==> src/hw/lrsf_pkg.sv <==
// Package with constants and carrier types for the lane receive status flag block
`default_nettype none
package lrsf_pkg;
   localparam int NUM_LANES = 12;
   localparam int CRC_WIDTH = 24;
   localparam logic [NUM_LANES-1:0] LANES_RESET = 12'h000;
   localparam logic [NUM_LANES-1:0] LANES_ALL = 12'hfff;

   // Per-lane raw detector events from the lane logic
   typedef struct packed {
      logic [NUM_LANES-1:0] scram_mismatch;
      logic [NUM_LANES-1:0] sync_word_bad;
      logic [NUM_LANES-1:0] framing_bad;
      logic [NUM_LANES-1:0] sync_word_seen;
      logic [NUM_LANES-1:0] lane_locked;
      logic [NUM_LANES-1:0] lane_active;
   } lrsf_lane_ev_type;

   // Per-lane error flags to the user
   typedef struct packed {
      logic [NUM_LANES-1:0] lane_scrambler_state_mismatch;
      logic [NUM_LANES-1:0] lane_sync_word_malformed;
      logic [NUM_LANES-1:0] lane_framing_error;
   } lrsf_lane_err_type;

   // Link-wide status to the user
   typedef struct packed {
      logic aligned;
      logic alignment_lost;
      logic control_word_check_error;
      logic fifo_overflow;
      logic missing_packet_start;
      logic missing_packet_end;
      logic burst_error;
      logic cross_lane_sync_missing;
   } lrsf_link_stat_type;

   // Packet framing state for start/end repair
   typedef enum logic [1:0] {
      LRSF_IDLE,
      LRSF_IN_PKT
   } lrsf_pkt_state_type;
endpackage : lrsf_pkg
`default_nettype wire

==> src/hw/lrsf_lane_flags.sv <==
// Per-lane one-cycle error flag registers
`default_nettype none
module lrsf_lane_flags
(
   // Clock and reset
   input wire logic core_clk_in,
   input wire logic sys_rst_in,
   // Raw events
   input wire logic [lrsf_pkg::NUM_LANES-1:0] scram_ev_in,
   input wire logic [lrsf_pkg::NUM_LANES-1:0] sync_ev_in,
   input wire logic [lrsf_pkg::NUM_LANES-1:0] frame_ev_in,
   // Registered flags
   output lrsf_pkg::lrsf_lane_err_type flags_out
);
   lrsf_pkg::lrsf_lane_err_type state_r;
   lrsf_pkg::lrsf_lane_err_type state_nxt;

   // One generate lane per bit; each flag follows its raw event, registered one cycle later
   for (genvar i = 0; i < lrsf_pkg::NUM_LANES; i++)
   begin : g_lane
      always_comb
      begin
         state_nxt.lane_scrambler_state_mismatch[i] = scram_ev_in[i];
         state_nxt.lane_sync_word_malformed[i] = sync_ev_in[i];
         state_nxt.lane_framing_error[i] = frame_ev_in[i];
      end
   end

   // Register in the local clock domain
   always_ff @(posedge core_clk_in or posedge sys_rst_in)
   begin
      if (sys_rst_in)
      begin
         state_r <= '0;
      end
      else
      begin
         state_r <= state_nxt;
      end
   end

   assign flags_out = state_r;
endmodule // lrsf_lane_flags
`default_nettype wire

==> src/hw/lrsf_top.sv <==
// Top of the lane receive status flag block
`default_nettype none
module lrsf_top
(
   // Clock and reset
   input wire logic core_clk_in,
   input wire logic sys_rst_in,
   // Per-lane detector events
   input wire lrsf_pkg::lrsf_lane_ev_type lane_ev_in,
   // Control word CRC check
   input wire logic ctl_word_valid_in,
   input wire logic [lrsf_pkg::CRC_WIDTH-1:0] ctl_crc_calc_in,
   input wire logic [lrsf_pkg::CRC_WIDTH-1:0] ctl_crc_rx_in,
   // Packet framing from the receive stream
   input wire logic word_valid_in,
   input wire logic sop_in,
   input wire logic eop_in,
   // Burst and FIFO events
   input wire logic burst_short_in,
   input wire logic burst_len_bad_in,
   input wire logic fifo_write_in,
   input wire logic fifo_full_in,
   // Corrected framing markers
   output var logic sop_fixed_out,
   output var logic eop_fixed_out,
   // Status outputs
   output lrsf_pkg::lrsf_lane_err_type lane_err_out,
   output lrsf_pkg::lrsf_link_stat_type link_stat_out
);
   typedef struct packed {
      lrsf_pkg::lrsf_link_stat_type stat;
      lrsf_pkg::lrsf_pkt_state_type pkt;
      logic [lrsf_pkg::NUM_LANES-1:0] seen;
      logic first_sync_done;
      logic sop_fix;
      logic eop_fix;
   } lrsf_top_state_type;

   lrsf_top_state_type state_r;
   lrsf_top_state_type state_nxt;
   logic all_locked;
   logic any_seen;
   logic [lrsf_pkg::NUM_LANES-1:0] act_seen;

   // Per-lane flags
   lrsf_lane_flags u_lane_flags
   (
      .core_clk_in(core_clk_in),
      .sys_rst_in(sys_rst_in),
      .scram_ev_in(lane_ev_in.scram_mismatch),
      .sync_ev_in(lane_ev_in.sync_word_bad),
      .frame_ev_in(lane_ev_in.framing_bad),
      .flags_out(lane_err_out)
   );

   // Lane combination terms
   assign all_locked = (lane_ev_in.lane_locked == lrsf_pkg::LANES_ALL);
   assign act_seen = lane_ev_in.sync_word_seen & lane_ev_in.lane_active;
   assign any_seen = |act_seen;

   // Next-state logic
   always_comb
   begin
      state_nxt = state_r;
      state_nxt.stat.alignment_lost = 1'b0;
      state_nxt.stat.control_word_check_error = 1'b0;
      state_nxt.stat.fifo_overflow = 1'b0;
      state_nxt.stat.missing_packet_start = 1'b0;
      state_nxt.stat.missing_packet_end = 1'b0;
      state_nxt.stat.burst_error = 1'b0;
      state_nxt.stat.cross_lane_sync_missing = 1'b0;
      state_nxt.sop_fix = 1'b0;
      state_nxt.eop_fix = 1'b0;
      state_nxt.seen = state_r.seen | lane_ev_in.sync_word_seen;
      if ((state_r.seen | lane_ev_in.sync_word_seen) == lrsf_pkg::LANES_ALL)
      begin
         state_nxt.first_sync_done = 1'b1;
      end
      // Aligned is a held level
      state_nxt.stat.aligned = all_locked;
      // Aligner error or drop of achieved alignment
      if ((state_r.stat.aligned && !all_locked) ||
          (!all_locked && (|lane_ev_in.sync_word_bad)))
      begin
         state_nxt.stat.alignment_lost = 1'b1;
      end
      if (ctl_word_valid_in && (ctl_crc_calc_in != ctl_crc_rx_in))
      begin
         state_nxt.stat.control_word_check_error = 1'b1;
      end
      // Write into a full FIFO means the drain clock is too slow
      state_nxt.stat.fifo_overflow = fifo_write_in & fifo_full_in;
      state_nxt.stat.burst_error = burst_short_in | burst_len_bad_in;
      // Sync word on some but not all active lanes together
      if (state_r.first_sync_done && any_seen && (act_seen != lane_ev_in.lane_active))
      begin
         state_nxt.stat.cross_lane_sync_missing = 1'b1;
      end
      // Packet framing repair
      if (word_valid_in)
      begin
         case (state_r.pkt)
            lrsf_pkg::LRSF_IDLE:
            begin
               if (!sop_in)
               begin
                  state_nxt.stat.missing_packet_start = 1'b1;
                  state_nxt.sop_fix = 1'b1;
               end
               if (!eop_in)
               begin
                  state_nxt.pkt = lrsf_pkg::LRSF_IN_PKT;
               end
            end
            lrsf_pkg::LRSF_IN_PKT:
            begin
               if (sop_in)
               begin
                  state_nxt.stat.missing_packet_end = 1'b1;
                  state_nxt.eop_fix = 1'b1;
               end
               if (eop_in)
               begin
                  state_nxt.pkt = lrsf_pkg::LRSF_IDLE;
               end
            end
            default:
            begin
               state_nxt.pkt = lrsf_pkg::LRSF_IDLE;
            end
         endcase
      end
   end

   // State register
   always_ff @(posedge core_clk_in or posedge sys_rst_in)
   begin
      if (sys_rst_in)
      begin
         state_r <= '0;
         state_r.seen <= lrsf_pkg::LANES_RESET;
         state_r.pkt <= lrsf_pkg::LRSF_IDLE;
      end
      else
      begin
         state_r <= state_nxt;
      end
   end

   assign link_stat_out = state_r.stat;
   assign sop_fixed_out = state_r.sop_fix;
   assign eop_fixed_out = state_r.eop_fix;
endmodule // lrsf_top
`default_nettype wire

==> config.mk <==
export PLATFORM = sky130hd
export DESIGN_NAME = lrsf_top
export DESIGN_NICKNAME = d
export VERILOG_FILES = /design/src/hw/lrsf_pkg.sv /design/src/hw/lrsf_lane_flags.sv /design/src/hw/lrsf_top.sv
export SDC_FILE = /design/constraint.sdc
export NUM_CORES = 1
export LEC_CHECK = 0
export BUFFER_PORTS_ARGS = -buffer_cell sky130_fd_sc_hd__buf_2
export CORE_ASPECT_RATIO = 0.5
export CORE_MARGIN = 10
export CORE_UTILIZATION = 38
export DETAILED_ROUTE_END_ITERATION = 6
export PLACE_DENSITY = 0.78
export REMOVE_ABC_BUFFERS = 1
export SLEW_MARGIN = 20
export SYNTH_ARGS = -nofsm -noshare
export SYNTH_HDL_FRONTEND = slang
export SYNTH_SLANG_ARGS = --single-unit
==> constraint.sdc <==
create_clock -name core_clk_in -period 2 [get_ports core_clk_in]
set_input_delay 0 -clock core_clk_in [delete_from_list [all_inputs] [get_ports core_clk_in]]
set_output_delay 0 -clock core_clk_in [all_outputs]
set_load 0.05 [all_outputs]
# After elaboration in Yosys (flattened, before gate mapping)

Index checks and enable logic that the tools add are counted.

Logic and storage cells: 47
Input port bits: 130
Flip-flop bits (word level): 59

Bitwise operators: 4
Equal/unequal tests: 7
Reductions and logical operators: 11
Muxes and demuxes: 11

Operators with widths:

| cell                                          | number |
|---|---|
| == test 12 bit, second input constant         | 2 |
| != test 24 bit                                | 1 |
| OR reduction 12 bit                           | 2 |
| bitwise AND 12 bit                            | 1 |
| != test 12 bit                                | 1 |
| OR 12 bit                                     | 1 |
| two-way mux 1 bit                             | 7 |
| two-way mux 2 bit                             | 3 |
| logical AND 1 bit                             | 5 |
| != test 2 bit, second input constant          | 2 |
| one-hot mux 2 bit (2 select lines)            | 1 |
| AND reduction 3 bit                           | 1 |
| == test 2 x 1 -> 1 bit, second input constant | 1 |
| logical NOT 2 bit                             | 1 |
| bitwise AND 1 bit                             | 1 |
| logical NOT 1 bit                             | 1 |
| logical OR 1 bit                              | 1 |
| OR 1 bit                                      | 1 |

# Longest topological paths before layout

Word-level depth: 5
Depth in mapped cells: 4
Mapped depth without buffers: 4

# Modules after synthesis

From an unflattened synthesis, not the netlist that was laid out.

Cell total of the unflattened synthesis: 155
Area total of the unflattened synthesis: 2153.3 µm²

Modules (own cells, without submodules):

| module          | cells an instance | area each (µm²) | instances |
|---|---|---|---|
| lrsf_top        | 118               | 1248.7          | 1 |
| lrsf_lane_flags | 37                | 904.6           | 1 |

# Worst setup path after synthesis

OpenSTA, ideal clock, no wires.

Kind: register -> register
From: register state_r[3] (netlist bit)
To: register state_r[2] (netlist bit)
Setup slack: 0.868 ns
Library setup time: 0.120 ns
Data required time: 1.880 ns
Data arrival time: 1.012 ns
Buffers on the path: 0
Period minus slack after synthesis: 1.132 ns
Cell stages (with the launch flop): 4
Path through: dfrtp_1 > or2_2 > and4_1 > a31o_2

RTL lines:

| what                   | RTL line        | RTL |
|---|---|---|
| start, declared        | lrsf_top.sv:39  | `lrsf_top_state_type state_r;` |
| start signal, assigned | lrsf_top.sv:146 | `state_r <= state_nxt;` |

# Worst setup path after layout

From: input port lane_ev_in[19] (netlist bit)
To: register state_r, in the netlist link_stat_out[7]

Longest elaborated chain between the ends: 1

Ends and longest elaborated chain:

| what            | RTL line       | RTL |
|---|---|---|
| start, declared | lrsf_top.sv:9  | `input wire lrsf_pkg::lrsf_lane_ev_type lane_ev_in,` |
| == test 12 bit  | lrsf_top.sv:57 | `assign all_locked = (lane_ev_in.lane_locked == lrsf_pkg::LANES_ALL);` |
| net all_locked  | lrsf_top.sv:41 | `logic all_locked;` |

The timed path passes the listed nets, and every way through them passes these cells.
A chain may end at the register's enable or synchronous reset.

==> reports/metrics.yaml <==
detailed_routing:
  wirelength_um: 8630
  wl_per_cell_um: 18.2
  firstDrtPassIters: 5
  ant_nets: 0
  viasPerCell: 4.52
  drc: 0
  first_iter_violations: 134
  vias: 2140
place:
  gp_congestion: 0.908
  port_buffers: 175
  dpl.cell_count: 395
  dpl_cell_area_um2: 3080
  dpl.hpwl_um: 6080
layout:
  drive_gt1_share_pct: 52.0
  nNetsFinal: 525
  final_util_pct: 74.1
  n_antenna_cell: 0
  design_area_um2: 4050
  areaGrowthSynthToFinish_pct: 88.4
  final_cells: 473
sta:
  maxSlewHeadroom_pct: 56.3
  fmax_mhz: 540
  hold_viol: 0
  setup_violations: 0
  fin_setup_tns_ns: 0
  worst-slew-pin-transition_ns: 0.655
  rsz0062_at_grt: "no"
  fin_crit_sh_pct: 92.5
  period_needed_ns: 1.85
  slew_violations: 0
  fin_skew_ns: 0.00454
floorplan:
  rows: 19
  core-area_um2: 5470
  fp.dieH_um: 73.2
  ios: 176
  fp.dieW_um: 126
  dieArea_um2: 9250
  initial_core_util_pct: 39.3
setup_path:
  cpMostUsedCell: "dlygate4sd3_1"
  critical_path_arrival_ns: 2.10
  crit_path_end_kind: "register"
  r2r_cells: 2
  r2r_start: "state_r[15]$_DFFE_PP0P_"
  crit_chain: "dlygate4sd3_1, buf_2, nand4_1, dlygate4sd3_1, nor3_1, dlygate4sd3_1"
  worst-setup-path-type: "in -> reg"
  crit_fanout: 2
  reg2reg_slack_ns: 0.71
  slowest_delay_ns: 0.60
  crit_family: "buffers and inverters"
  worst-path-buf-inv: 4
  worstPathRequired_ns: 2.25
  slowest_stage: "dlygate4sd3_1"
  regToRegEndpoint: "sop_fixed_out$_DFF_PP0_"
  cp-start-kind: "input port"
clock_network:
  cts_htree_levels: 3
  cts_sinks: 58
  cts_root_buf: "clkbuf_16"
  ctsHoldBuffers: 62
  clk_pin_slew_ns: 0.05
  cts_repair_resize_count: 0
  cts_buffers: 9
  cts_tree: "done"
  clockBufferDepth: 2
  postCtsSetupRepairBufs: 0
  clk_latency_ns: 0.32
synthesis:
  yosysWarningCount: 0
  seq_area_frac_synth_pct: 67.5
  netlist_area_um2: 2150
  syn_inst: 154
  synth_seq_cells: 58
  yosysUniqueCellTypes: 26
  syn_area_per_cell_um2: 14.0
global_routing:
  grt.met3_usage_pct: 8.27
  grt_overflow: 0
  grt_util_met2_pct: 36.6
  grt_max_degree: 32
  grt_pass1_wl_um: 13400
  grt_use_met1_pct: 16.1
  grt_pass1_vias: 2534
  grt_antenna_before_repair: 0
  grtUsageTotal_pct: 18.5
  busiest_layer: "met2"
power:
  p_leak_nw: 1.97
  power.ir.vdd_worst_v: 0.000519
  powerDensity_nw_per_um2: 884
status:
  status: "finished, final reports clean"
run:
  maxCapViolCount: 0
worst_hold_path:
  holdPathEnd: "link_stat_out[5]$_DFF_PP0_"
  min_from: "ctl_crc_calc_in[3]"
  hold_path.class: "in -> reg"
  hold_path_depth: 4
metrics by stage:
stage	hold WS (ns)	setup WS, ns	power (W)
CTS	0.0534	0.186	0.00360
global route	0.106	0.0652	0.00369
finish	0.0612	0.149	0.00358
floorplan	0.0314	0.572	0.00150
detailed placement	0.109	0.823	0.00172
global placement	0.108	0.839	0.00171
worst reg2reg max path, cell delays in order (launching register included):
cell and delay [ns]:
dfrtp_1 0.40, nor3b_1 0.25, dlygate4sd3_1 0.58
state kept, by name, summed over array words and instances, names as in the netlist:
register,flops
u_lane_flags.flags_out,36
state_r,14
eop_fixed_out,1
sop_fixed_out,1
link_stat_out,6
synthesized netlist by cell type:
library cell	number	area share (%)
a22o_1	3	1.2
and4_1	3	1.2
a2111oi_2	1	0.70
o31a_1	1	0.41
a2111oi_1	2	0.93
nor2b_1	8	2.3
buf_4	8	2.8
a221oi_1	3	1.2
and2_1	1	0.29
dfrtp_1	58	68
nor2_1	1	0.17
and2b_1	1	0.35
a31o_2	1	0.41
and3_1	2	0.58
nor3b_1	1	0.35
xnor2_1	8	3.3
a21oi_1	1	0.23
nand3_1	2	0.47
or4_1	1	0.35
xor2_1	16	6.5
a31oi_1	1	0.29
nor4_1	5	1.5
nand4_1	6	1.7
or2_2	13	3.8
nor3_1	3	0.70
inv_1	4	0.70
per-layer routing:
metal / vias up / part of all wire (%)
li1: 1013 / -
met4: 0 / 2.4
met2: 98 / 58
met1: 1009 / 33
met5: - / 0
met3: 20 / 7.5
cells in the final DEF (no fill, tap or decap):
cell / netlist / layout
a2111oi_1: 2 / 2
a2111oi_2: 1 / 1
a21oi_1: 1 / 1
a221oi_1: 3 / 3
a22o_1: 3 / 3
a31o_2: 1 / 1
a31oi_1: 1 / 1
and2_1: 1 / 1
and2b_1: 1 / 1
and3_1: 2 / 2
and4_1: 3 / 3
buf_12: 0 / 1
buf_2: 0 / 175
bufinv_16: 0 / 3
clkbuf_16: 0 / 9
clkbuf_8: 0 / 2
clkinv_2: 0 / 2
dfrtp_1: 58 / 58
dlygate4sd3_1: 0 / 62
inv_1: 4 / 3
inv_2: 0 / 1
nand3_1: 2 / 2
nand4_1: 6 / 6
nor2_1: 1 / 1
nor2b_1: 8 / 8
nor3_1: 3 / 3
nor3b_1: 1 / 1
nor4_1: 5 / 5
o31a_1: 1 / 1
or2_2: 13 / 13
or4_1: 1 / 1
xnor2_1: 8 / 8
xor2_1: 16 / 16
cell type report:
| cell class | instances | area (um2) |
|---|---|---|
| timing repair buffer | 238 | 1520 |
| sequential | 58 | 1450 |
| fill | 341 | 1420 |
| multi-input combinational | 84 | 623 |
| clock buffer | 11 | 253 |
| clock inverter | 5 | 100 |
| tap | 73 | 91.3 |
| inverter | 4 | 15.0 |
worst max path at each step:
stage	depth (start not counted)	slack (ns)	start	to
finish	6	0.15	lane_ev_in[19]	link_stat_out[7]$_DFF_PP0_
global route	6	0.07	lane_ev_in[19]	link_stat_out[7]$_DFF_PP0_
CTS	6	0.19	lane_ev_in[19]	link_stat_out[7]$_DFF_PP0_
detailed placement	3	0.82	state_r[3]$_DFF_PP0_	state_r[2]$_DFFE_PP0N_
global placement	3	0.84	state_r[3]$_DFF_PP0_	state_r[2]$_DFFE_PP0N_
floorplan	1	0.57	sys_rst_in	eop_fixed_out$_DFF_PP0_
cell families (layout without fill, tap and decap cells):
family / after synthesis / after routing / share of synthesized area [%]
AND/OR/NAND/NOR: 47 / 47 / 13.8
XOR/XNOR: 24 / 24 / 9.78
buffers and inverters: 12 / 258 / 3.49
AO/OA/AOI/OAI: 13 / 13 / 5.41
flip-flops: 58 / 58 / 67.5
power by group:
group | leakage, nW | internal [W] | switching [W]
Clock | 0.176 | 0.00128 | 0.000499
Sequential | 0.638 | 0.00122 | 0.0000131
Combinational | 1.16 | 0.000248 | 0.000321
Total | 1.97 | 0.00275 | 0.000834
Power figures use the tool's default switching activity.
